==> src/rtl/ddf_pkg.sv <==
// Shared constants and types for the disk DMA FIFO datapath
package ddf_pkg;
    localparam int SLICE_W    = 4;
    localparam int SLICES     = 4;
    localparam int FIFO_DEPTH = 64;
    localparam int PTR_W      = 6;
    localparam int WORD_W     = 16;
    localparam int BYTE_W     = 8;
    localparam int FILE_AW    = 4;
    localparam int FILE_DEPTH = 16;
    localparam int COUNT_W    = 16;
    localparam int TMR_W      = 4;

    localparam int CLK_MHZ    = 40;
    localparam int UNLOAD_NS  = 100;
    localparam int CLEAR_NS   = 200;
    localparam logic [TMR_W-1:0] UNLOAD_CYC = TMR_W'((UNLOAD_NS * CLK_MHZ + 999) / 1000);
    localparam logic [TMR_W-1:0] CLEAR_CYC  = TMR_W'((CLEAR_NS * CLK_MHZ + 999) / 1000);

    localparam logic [FILE_AW-1:0] FLEN_RESET = 4'h0;
    localparam logic [COUNT_W-1:0] COUNT_ZERO = 16'h0000;

    localparam logic [7:0] ADDR_CTRL   = 8'h00;
    localparam logic [7:0] ADDR_CMD    = 8'h04;
    localparam logic [7:0] ADDR_FLEN   = 8'h08;
    localparam logic [7:0] ADDR_IBUS   = 8'h0c;
    localparam logic [7:0] ADDR_CNT_LO = 8'h10;
    localparam logic [7:0] ADDR_CNT_HI = 8'h14;
    localparam logic [7:0] ADDR_GP     = 8'h18;
    localparam logic [7:0] ADDR_FILE   = 8'h1c;
    localparam logic [7:0] ADDR_STAT   = 8'h20;

    localparam int CMD_CLEAR = 0;
    localparam int CMD_INC   = 1;
    localparam int CMD_DEC   = 2;
    localparam int CMD_STORE = 3;

    localparam int ST_ZERO   = 0;
    localparam int ST_EQUAL  = 1;
    localparam int ST_INRDY  = 2;
    localparam int ST_OUTRDY = 3;
    localparam int ST_FULL   = 4;
    localparam int ST_MREQ   = 5;
    localparam int ST_INTGL  = 6;
    localparam int ST_OUTTGL = 7;
    localparam int ST_CAPT   = 8;
    localparam int ST_CLEAR  = 9;

    typedef struct packed {
        logic maskN;
        logic test;
        logic go;
        logic write;
        logic read;
    } ddf_ctrl_type;

    localparam ddf_ctrl_type CTRL_RESET = 5'h10;

    typedef struct packed {
        ddf_ctrl_type         ctrl;
        logic [FILE_AW-1:0]   fieldLength;
        logic [BYTE_W-1:0]    ibus;
        logic                 captureEn;
        logic [COUNT_W-1:0]   count;
        logic                 zeroLatch;
        logic [BYTE_W-1:0]    gp;
        logic                 inToggle;
        logic                 outToggle;
        logic                 regFull;
        logic [WORD_W-1:0]    outWord;
        logic [BYTE_W-1:0]    busOut;
        logic                 memReq;
        logic                 unloading;
        logic [TMR_W-1:0]     unloadTmr;
        logic [TMR_W-1:0]     clearTmr;
        logic [2:0]           syncPipe;
    } ddf_state_type;
endpackage

==> src/rtl/ddf_fifo_slice.sv <==
// One 4-bit by 64-entry first-in first-out slice with fall-through output
`timescale 1ns/1ps
`default_nettype none
module ddf_fifo_slice (
    input  wire logic                          clk,
    input  wire logic                          rstN,
    input  wire logic                          clear,
    input  wire logic                          shiftIn,
    input  wire logic [ddf_pkg::SLICE_W-1:0]   dataIn,
    input  wire logic                          shiftOut,
    output logic      [ddf_pkg::SLICE_W-1:0]   dataOut,
    output logic                               inReady,
    output logic                               outReady
);
    typedef struct packed {
        logic [ddf_pkg::PTR_W:0] wrPtr;
        logic [ddf_pkg::PTR_W:0] rdPtr;
    } ddf_slice_state_type;

    ddf_slice_state_type state_r;
    ddf_slice_state_type state_nxt;
    logic [ddf_pkg::SLICE_W-1:0] mem [ddf_pkg::FIFO_DEPTH];
    logic doIn;
    logic doOut;

    assign inReady  = (state_r.wrPtr[ddf_pkg::PTR_W] == state_r.rdPtr[ddf_pkg::PTR_W])
                   || (state_r.wrPtr[ddf_pkg::PTR_W-1:0] != state_r.rdPtr[ddf_pkg::PTR_W-1:0]);
    assign outReady = state_r.wrPtr != state_r.rdPtr;
    assign dataOut  = mem[state_r.rdPtr[ddf_pkg::PTR_W-1:0]];
    assign doIn     = shiftIn && inReady && !clear;
    assign doOut    = shiftOut && outReady && !clear;

    always_comb begin
        state_nxt = state_r;
        if (clear) begin
            state_nxt = '0;
        end else begin
            if (doIn) begin
                state_nxt.wrPtr = state_r.wrPtr + 1'b1;
            end
            if (doOut) begin
                state_nxt.rdPtr = state_r.rdPtr + 1'b1;
            end
        end
    end

    always_ff @(posedge clk) begin
        if (doIn) begin
            mem[state_r.wrPtr[ddf_pkg::PTR_W-1:0]] <= dataIn;
        end
    end

    always_ff @(posedge clk or negedge rstN) begin
        if (!rstN) begin
            state_r <= '0;
        end else begin
            state_r <= state_nxt;
        end
    end
endmodule
`default_nettype wire

==> src/rtl/ddf_file_ram.sv <==
// Sixteen-entry byte file that reads back the complement of what was written
`timescale 1ns/1ps
`default_nettype none
module ddf_file_ram (
    input  wire logic                         clk,
    input  wire logic                         wrEn,
    input  wire logic [ddf_pkg::FILE_AW-1:0]  addr,
    input  wire logic [ddf_pkg::BYTE_W-1:0]   dataIn,
    output logic      [ddf_pkg::BYTE_W-1:0]   dataOut
);
    logic [ddf_pkg::BYTE_W-1:0] mem [ddf_pkg::FILE_DEPTH];

    always_ff @(posedge clk) begin
        if (wrEn) begin
            mem[addr] <= dataIn;
        end
    end

    assign dataOut = ~mem[addr];
endmodule
`default_nettype wire

==> src/rtl/ddf_datapath.sv <==
// Disk DMA datapath: byte-packing FIFO, word counter, file capture, APB registers
//
// The placing of the registers and the APB interface to the registers were chosen for this implementation.
`timescale 1ns/1ps
`default_nettype none
// Functional notes
// First address byte to entry 8, descending
// Sync file write only while go clear
// Capture continues until controller end signal
// Input mux: memory word or doubled bus byte
// Four 4-bit slices, 64 deep, half loads
// Slices: input ready, in-order, independent shifts
// Disk write: memory strobe loads both halves
// Disk read: first byte high, then alternate
// Input toggle flips on either half load
// No byte loads once count is zero
// 100 ns unload pulse, latch at end
// Output word to memory or byte mux
// Output toggle alternates bytes, write only
// 16x8 file, two write strobes, complemented read
// General byte register increments on command
// Equality compare, optional top bit mask
// Counter loads low/high, decrements per word
// Test read decrements on cycle clear; firmware
// Latch holds word count zero condition
// FIFO clear stretched to reliable pulse
// Read, write, go controls govern transfer
// Write: request while count nonzero, space
// Unload only when register empty; set full
// Memory data strobe clears memory request
// Fixed clear length; strobe synchronised, edged
module ddf_datapath (
    input  wire logic                        clk,
    input  wire logic                        resetn,
    input  wire logic [7:0]                  paddr,
    input  wire logic                        psel,
    input  wire logic                        penable,
    input  wire logic                        pwrite,
    input  wire logic [31:0]                 pwdata,
    output logic      [31:0]                 prdata,
    output logic                             pready,
    output logic                             pslverr,
    input  wire logic                        controllerByteStrobe,
    input  wire logic [ddf_pkg::BYTE_W-1:0]  controllerBusIn,
    input  wire logic                        controllerEnd,
    output logic      [ddf_pkg::BYTE_W-1:0]  controllerBusOut,
    input  wire logic [ddf_pkg::WORD_W-1:0]  memDataIn,
    input  wire logic                        memoryDataStrobe,
    input  wire logic                        memoryCycleClear,
    output logic                             memReq,
    output logic      [ddf_pkg::WORD_W-1:0]  memDataOut,
    output logic                             fileWriteOnSync,
    output logic                             gpEqualsFile,
    output logic                             wordCountZero
);
    logic [1:0]                   rstPipe_r;
    logic                         rstN;
    ddf_pkg::ddf_state_type       state_r;
    ddf_pkg::ddf_state_type       state_nxt;
    logic                         apbWr;
    logic                         apbRd;
    logic                         syncPulse;
    logic                         loadHighHalf;
    logic                         loadLowHalf;
    logic                         fifoClear;
    logic                         fifoUnloadPulse;
    logic [ddf_pkg::WORD_W-1:0]   fifoIn;
    logic [ddf_pkg::WORD_W-1:0]   fifoOut;
    logic [ddf_pkg::SLICES-1:0]   fifoInputReady;
    logic [ddf_pkg::SLICES-1:0]   fifoOutputReady;
    logic                         fifoSpaceReady;
    logic                         allOutReady;
    logic                         fileStoreStrobe;
    logic                         fileWrEn;
    logic [ddf_pkg::BYTE_W-1:0]   fileData;
    logic [ddf_pkg::BYTE_W-1:0]   fileWrData;
    logic [ddf_pkg::BYTE_W-1:0]   gpCompare;
    logic                         countDec;
    logic                         countLoad;
    logic                         readXfer;
    logic                         writeXfer;

    function automatic logic [ddf_pkg::FILE_AW-1:0] prevEntry(input logic [ddf_pkg::FILE_AW-1:0] f);
        prevEntry = f - 1'b1;
    endfunction

    function automatic logic isMapped(input logic [7:0] a);
        isMapped = (a == ddf_pkg::ADDR_CTRL) || (a == ddf_pkg::ADDR_CMD) || (a == ddf_pkg::ADDR_FLEN)
                || (a == ddf_pkg::ADDR_IBUS) || (a == ddf_pkg::ADDR_CNT_LO) || (a == ddf_pkg::ADDR_CNT_HI)
                || (a == ddf_pkg::ADDR_GP) || (a == ddf_pkg::ADDR_FILE) || (a == ddf_pkg::ADDR_STAT);
    endfunction

    // Reset release through two flip-flops
    always_ff @(posedge clk or negedge resetn) begin
        if (!resetn) begin
            rstPipe_r <= 2'h0;
        end else begin
            rstPipe_r <= {rstPipe_r[0], 1'b1};
        end
    end
    assign rstN = rstPipe_r[1];

    // APB slave, zero wait states
    assign pready  = 1'b1;
    assign pslverr = psel && penable && !isMapped(paddr);
    assign apbWr   = psel && penable && pwrite && isMapped(paddr);
    assign apbRd   = psel && penable && !pwrite;

    // Transfer qualifiers
    assign readXfer  = state_r.ctrl.read && state_r.ctrl.go;
    assign writeXfer = state_r.ctrl.write && state_r.ctrl.go;
    assign syncPulse = state_r.syncPipe[1] && !state_r.syncPipe[2];

    // Half loads
    assign loadHighHalf = (readXfer && syncPulse && !state_r.inToggle && !state_r.zeroLatch)
                       || (writeXfer && memoryDataStrobe);
    assign loadLowHalf  = (readXfer && syncPulse && state_r.inToggle && !state_r.zeroLatch)
                       || (writeXfer && memoryDataStrobe);

    // Input multiplexer
    assign fifoIn = state_r.ctrl.write ? memDataIn : {controllerBusIn, controllerBusIn};

    assign fifoClear       = state_r.clearTmr != '0;
    assign fifoUnloadPulse = state_r.unloading && (state_r.unloadTmr == 4'h1);
    assign allOutReady     = &fifoOutputReady;
    assign fifoSpaceReady  = &fifoInputReady;

    genvar g;
    generate
        for (g = 0; g < ddf_pkg::SLICES; g++) begin : gSlice
            ddf_fifo_slice uSlice (
                .clk      (clk),
                .rstN     (rstN),
                .clear    (fifoClear),
                .shiftIn  ((g >= ddf_pkg::SLICES / 2) ? loadHighHalf : loadLowHalf),
                .dataIn   (fifoIn[g*ddf_pkg::SLICE_W +: ddf_pkg::SLICE_W]),
                .shiftOut (fifoUnloadPulse),
                .dataOut  (fifoOut[g*ddf_pkg::SLICE_W +: ddf_pkg::SLICE_W]),
                .inReady  (fifoInputReady[g]),
                .outReady (fifoOutputReady[g])
            );
        end
    endgenerate

    // File and comparator
    assign fileStoreStrobe = apbWr && (paddr == ddf_pkg::ADDR_CMD) && pwdata[ddf_pkg::CMD_STORE];
    assign fileWriteOnSync = syncPulse && !state_r.ctrl.go && state_r.captureEn;
    assign fileWrEn        = fileStoreStrobe || fileWriteOnSync;
    assign fileWrData      = fileWriteOnSync ? controllerBusIn : state_r.ibus;

    ddf_file_ram uFile (
        .clk     (clk),
        .wrEn    (fileWrEn),
        .addr    (fileWriteOnSync ? prevEntry(state_r.fieldLength) : state_r.fieldLength),
        .dataIn  (fileWrData),
        .dataOut (fileData)
    );

    assign gpCompare    = {state_r.gp[7] && state_r.ctrl.maskN, state_r.gp[6:0]};
    assign gpEqualsFile = gpCompare == fileData;

    // Counter events
    assign countLoad = apbWr && ((paddr == ddf_pkg::ADDR_CNT_LO) || (paddr == ddf_pkg::ADDR_CNT_HI));
    assign countDec  = ((state_r.ctrl.test && state_r.ctrl.read) ? memoryCycleClear : loadLowHalf)
                    || (apbWr && (paddr == ddf_pkg::ADDR_CMD) && pwdata[ddf_pkg::CMD_DEC]);

    always_comb begin
        state_nxt = state_r;
        state_nxt.syncPipe = {state_r.syncPipe[1:0], controllerByteStrobe};

        // Register writes
        if (apbWr) begin
            unique case (paddr)
                ddf_pkg::ADDR_CTRL: begin
                    state_nxt.ctrl = pwdata[4:0];
                end
                ddf_pkg::ADDR_FLEN: begin
                    state_nxt.fieldLength = pwdata[ddf_pkg::FILE_AW-1:0];
                    state_nxt.captureEn   = 1'b1;
                end
                ddf_pkg::ADDR_IBUS: begin
                    state_nxt.ibus = pwdata[ddf_pkg::BYTE_W-1:0];
                end
                ddf_pkg::ADDR_GP: begin
                    state_nxt.gp = pwdata[ddf_pkg::BYTE_W-1:0];
                end
                default: begin
                end
            endcase
        end
        if (apbWr && (paddr == ddf_pkg::ADDR_CMD) && pwdata[ddf_pkg::CMD_INC]) begin
            state_nxt.gp = state_r.gp + 1'b1;
        end

        // Field length pointer steps on each controller byte
        if (syncPulse) begin
            state_nxt.fieldLength = prevEntry(state_r.fieldLength);
        end
        if (controllerEnd) begin
            state_nxt.captureEn = 1'b0;
        end

        // Word counter and zero latch
        if (countLoad) begin
            if (paddr == ddf_pkg::ADDR_CNT_LO) begin
                state_nxt.count[7:0] = pwdata[7:0];
            end else begin
                state_nxt.count[15:8] = pwdata[7:0];
            end
            state_nxt.zeroLatch = state_nxt.count == ddf_pkg::COUNT_ZERO;
        end else if (countDec && !state_r.zeroLatch) begin
            state_nxt.count = state_r.count - 1'b1;
            if (state_nxt.count == ddf_pkg::COUNT_ZERO) begin
                state_nxt.zeroLatch = 1'b1;
            end
        end

        // Input byte toggle
        if (loadHighHalf || loadLowHalf) begin
            state_nxt.inToggle = !state_r.inToggle;
        end

        // Unload pulse and output register
        if (!state_r.unloading && !state_r.regFull && allOutReady && !fifoClear) begin
            state_nxt.unloading = 1'b1;
            state_nxt.unloadTmr = ddf_pkg::UNLOAD_CYC;
            state_nxt.regFull   = 1'b1;
        end else if (state_r.unloading) begin
            state_nxt.unloadTmr = state_r.unloadTmr - 1'b1;
            if (fifoUnloadPulse) begin
                state_nxt.unloading = 1'b0;
                state_nxt.outWord   = fifoOut;
            end
        end

        // Disk write: bytes out to controller
        if (writeXfer && syncPulse && state_r.regFull && !state_r.unloading) begin
            state_nxt.busOut    = state_r.outToggle ? state_r.outWord[7:0] : state_r.outWord[15:8];
            state_nxt.outToggle = !state_r.outToggle;
            if (state_r.outToggle) begin
                state_nxt.regFull = 1'b0;
            end
        end

        // Memory request
        if (memoryDataStrobe) begin
            state_nxt.memReq = 1'b0;
            if (readXfer && state_r.memReq) begin
                state_nxt.regFull = 1'b0;
            end
        end else if (writeXfer && !state_r.zeroLatch && fifoSpaceReady) begin
            state_nxt.memReq = 1'b1;
        end else if (writeXfer) begin
            state_nxt.memReq = 1'b0;
        end else if (readXfer && state_r.regFull && !state_r.unloading) begin
            state_nxt.memReq = 1'b1;
        end

        // Stretched FIFO clear
        if (apbWr && (paddr == ddf_pkg::ADDR_CMD) && pwdata[ddf_pkg::CMD_CLEAR]) begin
            state_nxt.clearTmr = ddf_pkg::CLEAR_CYC;
        end else if (fifoClear) begin
            state_nxt.clearTmr = state_r.clearTmr - 1'b1;
        end
    end

    always_ff @(posedge clk or negedge rstN) begin
        if (!rstN) begin
            state_r             <= '0;
            state_r.ctrl        <= ddf_pkg::CTRL_RESET;
            state_r.fieldLength <= ddf_pkg::FLEN_RESET;
            state_r.zeroLatch   <= 1'b1;
        end else begin
            state_r <= state_nxt;
        end
    end

    // Read data mux
    always_comb begin
        prdata = 32'h0;
        if (apbRd) begin
            unique case (paddr)
                ddf_pkg::ADDR_CTRL:   prdata[4:0] = state_r.ctrl;
                ddf_pkg::ADDR_FLEN:   prdata[ddf_pkg::FILE_AW-1:0] = state_r.fieldLength;
                ddf_pkg::ADDR_IBUS:   prdata[7:0] = state_r.ibus;
                ddf_pkg::ADDR_CNT_LO: prdata[7:0] = state_r.count[7:0];
                ddf_pkg::ADDR_CNT_HI: prdata[7:0] = state_r.count[15:8];
                ddf_pkg::ADDR_GP:     prdata[7:0] = state_r.gp;
                ddf_pkg::ADDR_FILE:   prdata[7:0] = fileData;
                ddf_pkg::ADDR_STAT: begin
                    prdata[ddf_pkg::ST_ZERO]   = state_r.zeroLatch;
                    prdata[ddf_pkg::ST_EQUAL]  = gpEqualsFile;
                    prdata[ddf_pkg::ST_INRDY]  = fifoSpaceReady;
                    prdata[ddf_pkg::ST_OUTRDY] = allOutReady;
                    prdata[ddf_pkg::ST_FULL]   = state_r.regFull;
                    prdata[ddf_pkg::ST_MREQ]   = state_r.memReq;
                    prdata[ddf_pkg::ST_INTGL]  = state_r.inToggle;
                    prdata[ddf_pkg::ST_OUTTGL] = state_r.outToggle;
                    prdata[ddf_pkg::ST_CAPT]   = state_r.captureEn;
                    prdata[ddf_pkg::ST_CLEAR]  = fifoClear;
                end
                default: prdata = 32'h0;
            endcase
        end
    end

    assign memReq           = state_r.memReq;
    assign memDataOut       = state_r.outWord;
    assign controllerBusOut = state_r.busOut;
    assign wordCountZero    = state_r.zeroLatch;
endmodule
`default_nettype wire

==> config.mk <==
export PLATFORM = sky130hd
export DESIGN_NAME = ddf_datapath
export DESIGN_NICKNAME = d
export VERILOG_FILES = /design/src/rtl/ddf_pkg.sv /design/src/rtl/ddf_fifo_slice.sv /design/src/rtl/ddf_file_ram.sv /design/src/rtl/ddf_datapath.sv
export SDC_FILE = /design/constraint.sdc
export NUM_CORES = 2
export LEC_CHECK = 0
export BUFFER_PORTS_ARGS = -buffer_cell sky130_fd_sc_hd__buf_4
export CAP_MARGIN = 20
export CELL_PAD_IN_SITES_DETAIL_PLACEMENT = 0
export CELL_PAD_IN_SITES_GLOBAL_PLACEMENT = 1
export CORE_UTILIZATION = 45
export DETAILED_ROUTE_END_ITERATION = 16
export GPL_TIMING_DRIVEN = 0
export PLACE_DENSITY = 0.76
export SLEW_MARGIN = 20
export SYNTH_ARGS = -nofsm -noshare
export SYNTH_HDL_FRONTEND = slang
export SYNTH_SLANG_ARGS = --single-unit
export TNS_END_PERCENT = 1
==> constraint.sdc <==
create_clock -name clk -period 5.3 [get_ports clk]
set_input_delay 0.265 -clock clk [delete_from_list [all_inputs] [get_ports clk]]
set_output_delay 0.265 -clock clk [all_outputs]
set_load 0.1 [all_outputs]
==> results.yml <==
timing:
  whs_ns: 0.0797
  setup-violations-final: 0
  fin_crit_sh_pct: 96.1
  rsz0062_at_grt: "no"
  final-hold-violation-count: 0
  slew-limit-headroom_pct: 26.5
  tightest_slew_ns: 1.09
  fin_crit_ns: 5.09
  skew_ns: 0.0289
  fmax_ghz: 0.196
  slew_viol_final: 0
synthesis:
  synthTopCellsByCount: "edfxtp_1 (1152), nor2_1 (427), mux4_2 (373)"
  ys_top_cells_by_area: "edfxtp_1 (63%), mux4_2 (15%), dfrtp_1 (6.3%)"
  synth_compound_gate_area_share_pct: 2.61
  synthDistinctLibCells: 88
  yosysTopAreaCellShare_pct: 62.6
  muxShareOfSynthArea_pct: 16.8
  synthCells: 3229
  synth_top_family_by_area: "multiplexers"
  avgSynthCellArea_sq_um: 17.1
  synth-adder-area-share_pct: 0.339
  yosysWarnings: 0
  synth-edff-count: 1152
  synth-simple-area-share_pct: 7.32
  ys.flop_type: "edfxtp_1"
  async_flop_share_pct: 10.9
  netlist_area_sq_um: 55300
  yosysMostFrequentCell: "edfxtp_1"
  synth_seq_cells: 1293
  synthXorXnorAreaFrac_pct: 1.43
  synth_top_area_cell: "edfxtp_1"
  ys_seq_area_share_pct: 68.9
setup_path:
  cp-end-kind: "primary output"
  cp.arrival_ns: 4.83
  critPathRequiredTime_ns: 5.04
  r2r_cells: 8
  cp_common_cell: "buf_2"
  slowest_delay_ns: 0.40
  slowest_stage: "or3b_1"
  crit_chain: "buf_2, buf_2, buf_2, inv_1, ha_1, buf_6, clkbuf_8, mux4_2, mux2i_1, o21ai_0, o2111ai_2, xnor2_1, nand4_1, or3b_1, a41oi_2, buf_6"
  crit_fanout: 10
  crit_type: "flop to primary output"
  start_kind: "flop"
power:
  p_per_area_nw_per_um2: 357
  switching_power_w: 0.00489
  pwr-share-clk_pct: 45.1
  vdd_drop_max_mv: 0.274
  p_int_w: 0.0178
  p_sw_share_pct: 21.5
  power.leakage_nw: 20.0
  combPwrFrac_pct: 5.8
  p_seq_share_pct: 49.1
finish:
  area_delta_synth_final_pct: 14.9
  drive_above_1_share_pct: 24.5
  layout.cells.non_filler: 5229
  nets: 3581
  fill_cells: 9658
floorplan:
  chipWidth_um: 353
  die_h_um: 353
  ioPinCount: 135
  row_count: 128
  initial_core_util_pct: 45.4
  die_area_sq_um: 124000
  core-area_sq_um: 122000
routing:
  drc: 0
  drt_iter0_drc: 3523
  vias: 30500
  ant_nets: 0
  avgRoutedWirePerCell_um: 25.6
  first_pass_iters: 6
  drt-total-wl_um: 134000
  routed_via_density: 5.82
clocking:
  cts_buffers: 133
  root_buffer: "clkbuf_16"
  clockBufferDepth: 3
  numClockSinks: 1293
  path_clk_slew_ns: 0.06
  cts_tree: "yes"
  clock_latency_ns: 0.77
  htree_levels: 4
placement:
  gp_congestion: 0.874
  place_hpwl_um: 91900
  port_buffers: 82
  dp.cells: 4972
global_routing:
  overflow: 0
  grt_antenna_before_repair: 6
  grt_pass1_vias: 30200
  grt_pass1_wl_um: 199000
  grtUsageTotal_pct: 21.7
  grt_max_degree: 65
run:
  cap_violations: 0
worst_hold_path:
  min_path_type: "primary input to flop"
  hold_depth: 3
run_status:
  status: "finished, final reports clean"
[through the flow]
| stage | util, % | TNS (ns) | area (sq um) | setup WS [ns] | total power, W |
|---|---|---|---|---|---|
| finish | 52.1 | 0 | 63600 | 0.207 | 0.0227 |
| global route | 52.1 | 0 | 63600 | 0.0108 | 0.0233 |
| CTS | 52.1 | 0 | 63500 | 0.0212 | 0.0228 |
| detailed placement | 48.0 | 0 | 58500 | 0.281 | 0.0126 |
| global placement | 47.6 | -174.64 | 58000 | -1.30 | 0.0126 |
| floorplan | - | 0 | 55400 | 0.881 | 0.0122 |
[per-layer routing]
metal | up-vias | wire length (um) | GRT usage, %
met5 | - | 34 | 0
met4 | 4 | 2940 | 6.01
met3 | 202 | 11200 | 4.13
met2 | 1267 | 62900 | 33.7
met1 | 15800 | 56900 | 31.6
li1 | 13200 | - | -
[path summary, 6_finish.rpt]
| kind | slack, ns | from | to |
|---|---|---|---|
| min reg2reg | 0.18 | rstPipe_r[1] | state_nxt[1] |
| min in group asynchronous | 0.18 | rstPipe_r[1] | state_nxt[1] |
| max in group asynchronous | 4.21 | rstPipe_r[1] | state_r[82] |
| min | 0.08 | pwdata[3] | gpCompare[3] |
| max | 0.21 | state_r[75] | prdata[1] |
| max reg2reg | 0.92 | state_nxt[2] | gSlice[3].uSlice.mem[46][1] |
[final cells by class]
| class | instances | area, sq um | area share (%) |
|---|---|---|---|
| Inverter | 23 | 86.3 | 0.136 |
| Multi-Input combinational cell | 1678 | 16100 | 25.3 |
| Tap cell | 1625 | 2030 | 3.20 |
| Clock buffer | 155 | 3560 | 5.60 |
| Buffer | 256 | 1320 | 2.08 |
| Clock inverter | 90 | 1280 | 2.01 |
| Timing Repair Buffer | 108 | 1080 | 1.69 |
| Antenna cell | 1 | 2.50 | 0.00394 |
| Sequential cell | 1293 | 38100 | 60.0 |
[sequential cells by signal, summed over array words and instances, names as in the netlist]
| name | count |
|---|---|
| controllerBusOut | 8 |
| gSlice.uSlice.mem | 1024 |
| gSlice.uSlice.state_r | 56 |
| gpCompare | 7 |
| memDataOut | 16 |
| memReq | 1 |
| rstPipe_r | 2 |
| state_nxt | 2 |
| state_r | 48 |
| uFile.mem | 128 |
| wordCountZero | 1 |
[cells by family after synthesis]
logic type      Yosys count
xor+xnor                 90
buf+inv                 280
flops                  1293
compound gates          210
other cells               2
mux                     463
simple gates            876
fa+ha+maj                15
[critical path, delay by kind of cell, from the launching register on]
| kind | cells | cell delay (ns) |
|---|---|---|
| mux | 2 | 0.54 |
| compound gates | 3 | 0.60 |
| xor+xnor | 1 | 0.16 |
| buf+inv | 7 | 1.65 |
| fa+ha+maj | 1 | 0.30 |
| simple gates | 2 | 0.52 |
| flops | 1 | 0.31 |
[cell usage in the layout, fill, tap and decap left out, types with 9 or more instances in the layout]
| master | netlist | final |
|---|---|---|
| clkinvlp_4 | 0 | 11 |
| nor2_1 | 427 | 427 |
| buf_16 | 0 | 9 |
| buf_2 | 38 | 35 |
| a21oi_1 | 57 | 57 |
| a31oi_1 | 13 | 13 |
| nand2b_1 | 20 | 20 |
| mux2i_1 | 78 | 75 |
| nor3_1 | 17 | 16 |
| o221ai_1 | 18 | 18 |
| edfxtp_1 | 1152 | 1152 |
| mux2_2 | 11 | 11 |
| mux4_2 | 373 | 373 |
| o21ai_0 | 43 | 42 |
| clkinv_2 | 0 | 17 |
| and4_1 | 12 | 12 |
| nand2_4 | 1 | 11 |
| o22ai_1 | 11 | 11 |
| nand2_2 | 3 | 9 |
| xor2_1 | 33 | 33 |
| inv_1 | 20 | 20 |
| buf_1 | 25 | 25 |
| or3_1 | 28 | 27 |
| bufinv_16 | 0 | 29 |
| nand2_1 | 197 | 181 |
| buf_4 | 63 | 145 |
| clkinv_1 | 1 | 20 |
| or3b_2 | 14 | 14 |
| dfrtp_1 | 139 | 138 |
| nor4_1 | 17 | 17 |
| nand3_1 | 47 | 47 |
| buf_6 | 6 | 11 |
| clkbuf_16 | 0 | 139 |
| ha_1 | 15 | 15 |
| conb_1 | 2 | 24 |
| nand4_1 | 19 | 19 |
| clkbuf_1 | 124 | 135 |
| nand3b_1 | 21 | 21 |
| xnor2_1 | 57 | 57 |
| dlygate4sd3_1 | 0 | 11 |
[what timing repair did]
| item | in CTS | in global routing |
|---|---|---|
| setup endpoints to repair | 3 | 1 |
| pin swaps | 0 | 2 |
| resized for setup | 17 | 12 |
| hold buffers | 11 | 0 |
| setup buffers | 0 | 1 |
| endpoints found under the hold margin | 33 | 0 |
[power groups by stage]
stage               Clock (W)  Combinational (W)  Sequential [W]
floorplan                   0           0.000804          0.0114
global placement            0            0.00117          0.0114
detailed placement          0            0.00125          0.0114
CTS                    0.0104            0.00129          0.0112
global route           0.0108            0.00140          0.0112
finish                 0.0102            0.00131          0.0112
Power figures use the tool's default switching activity.
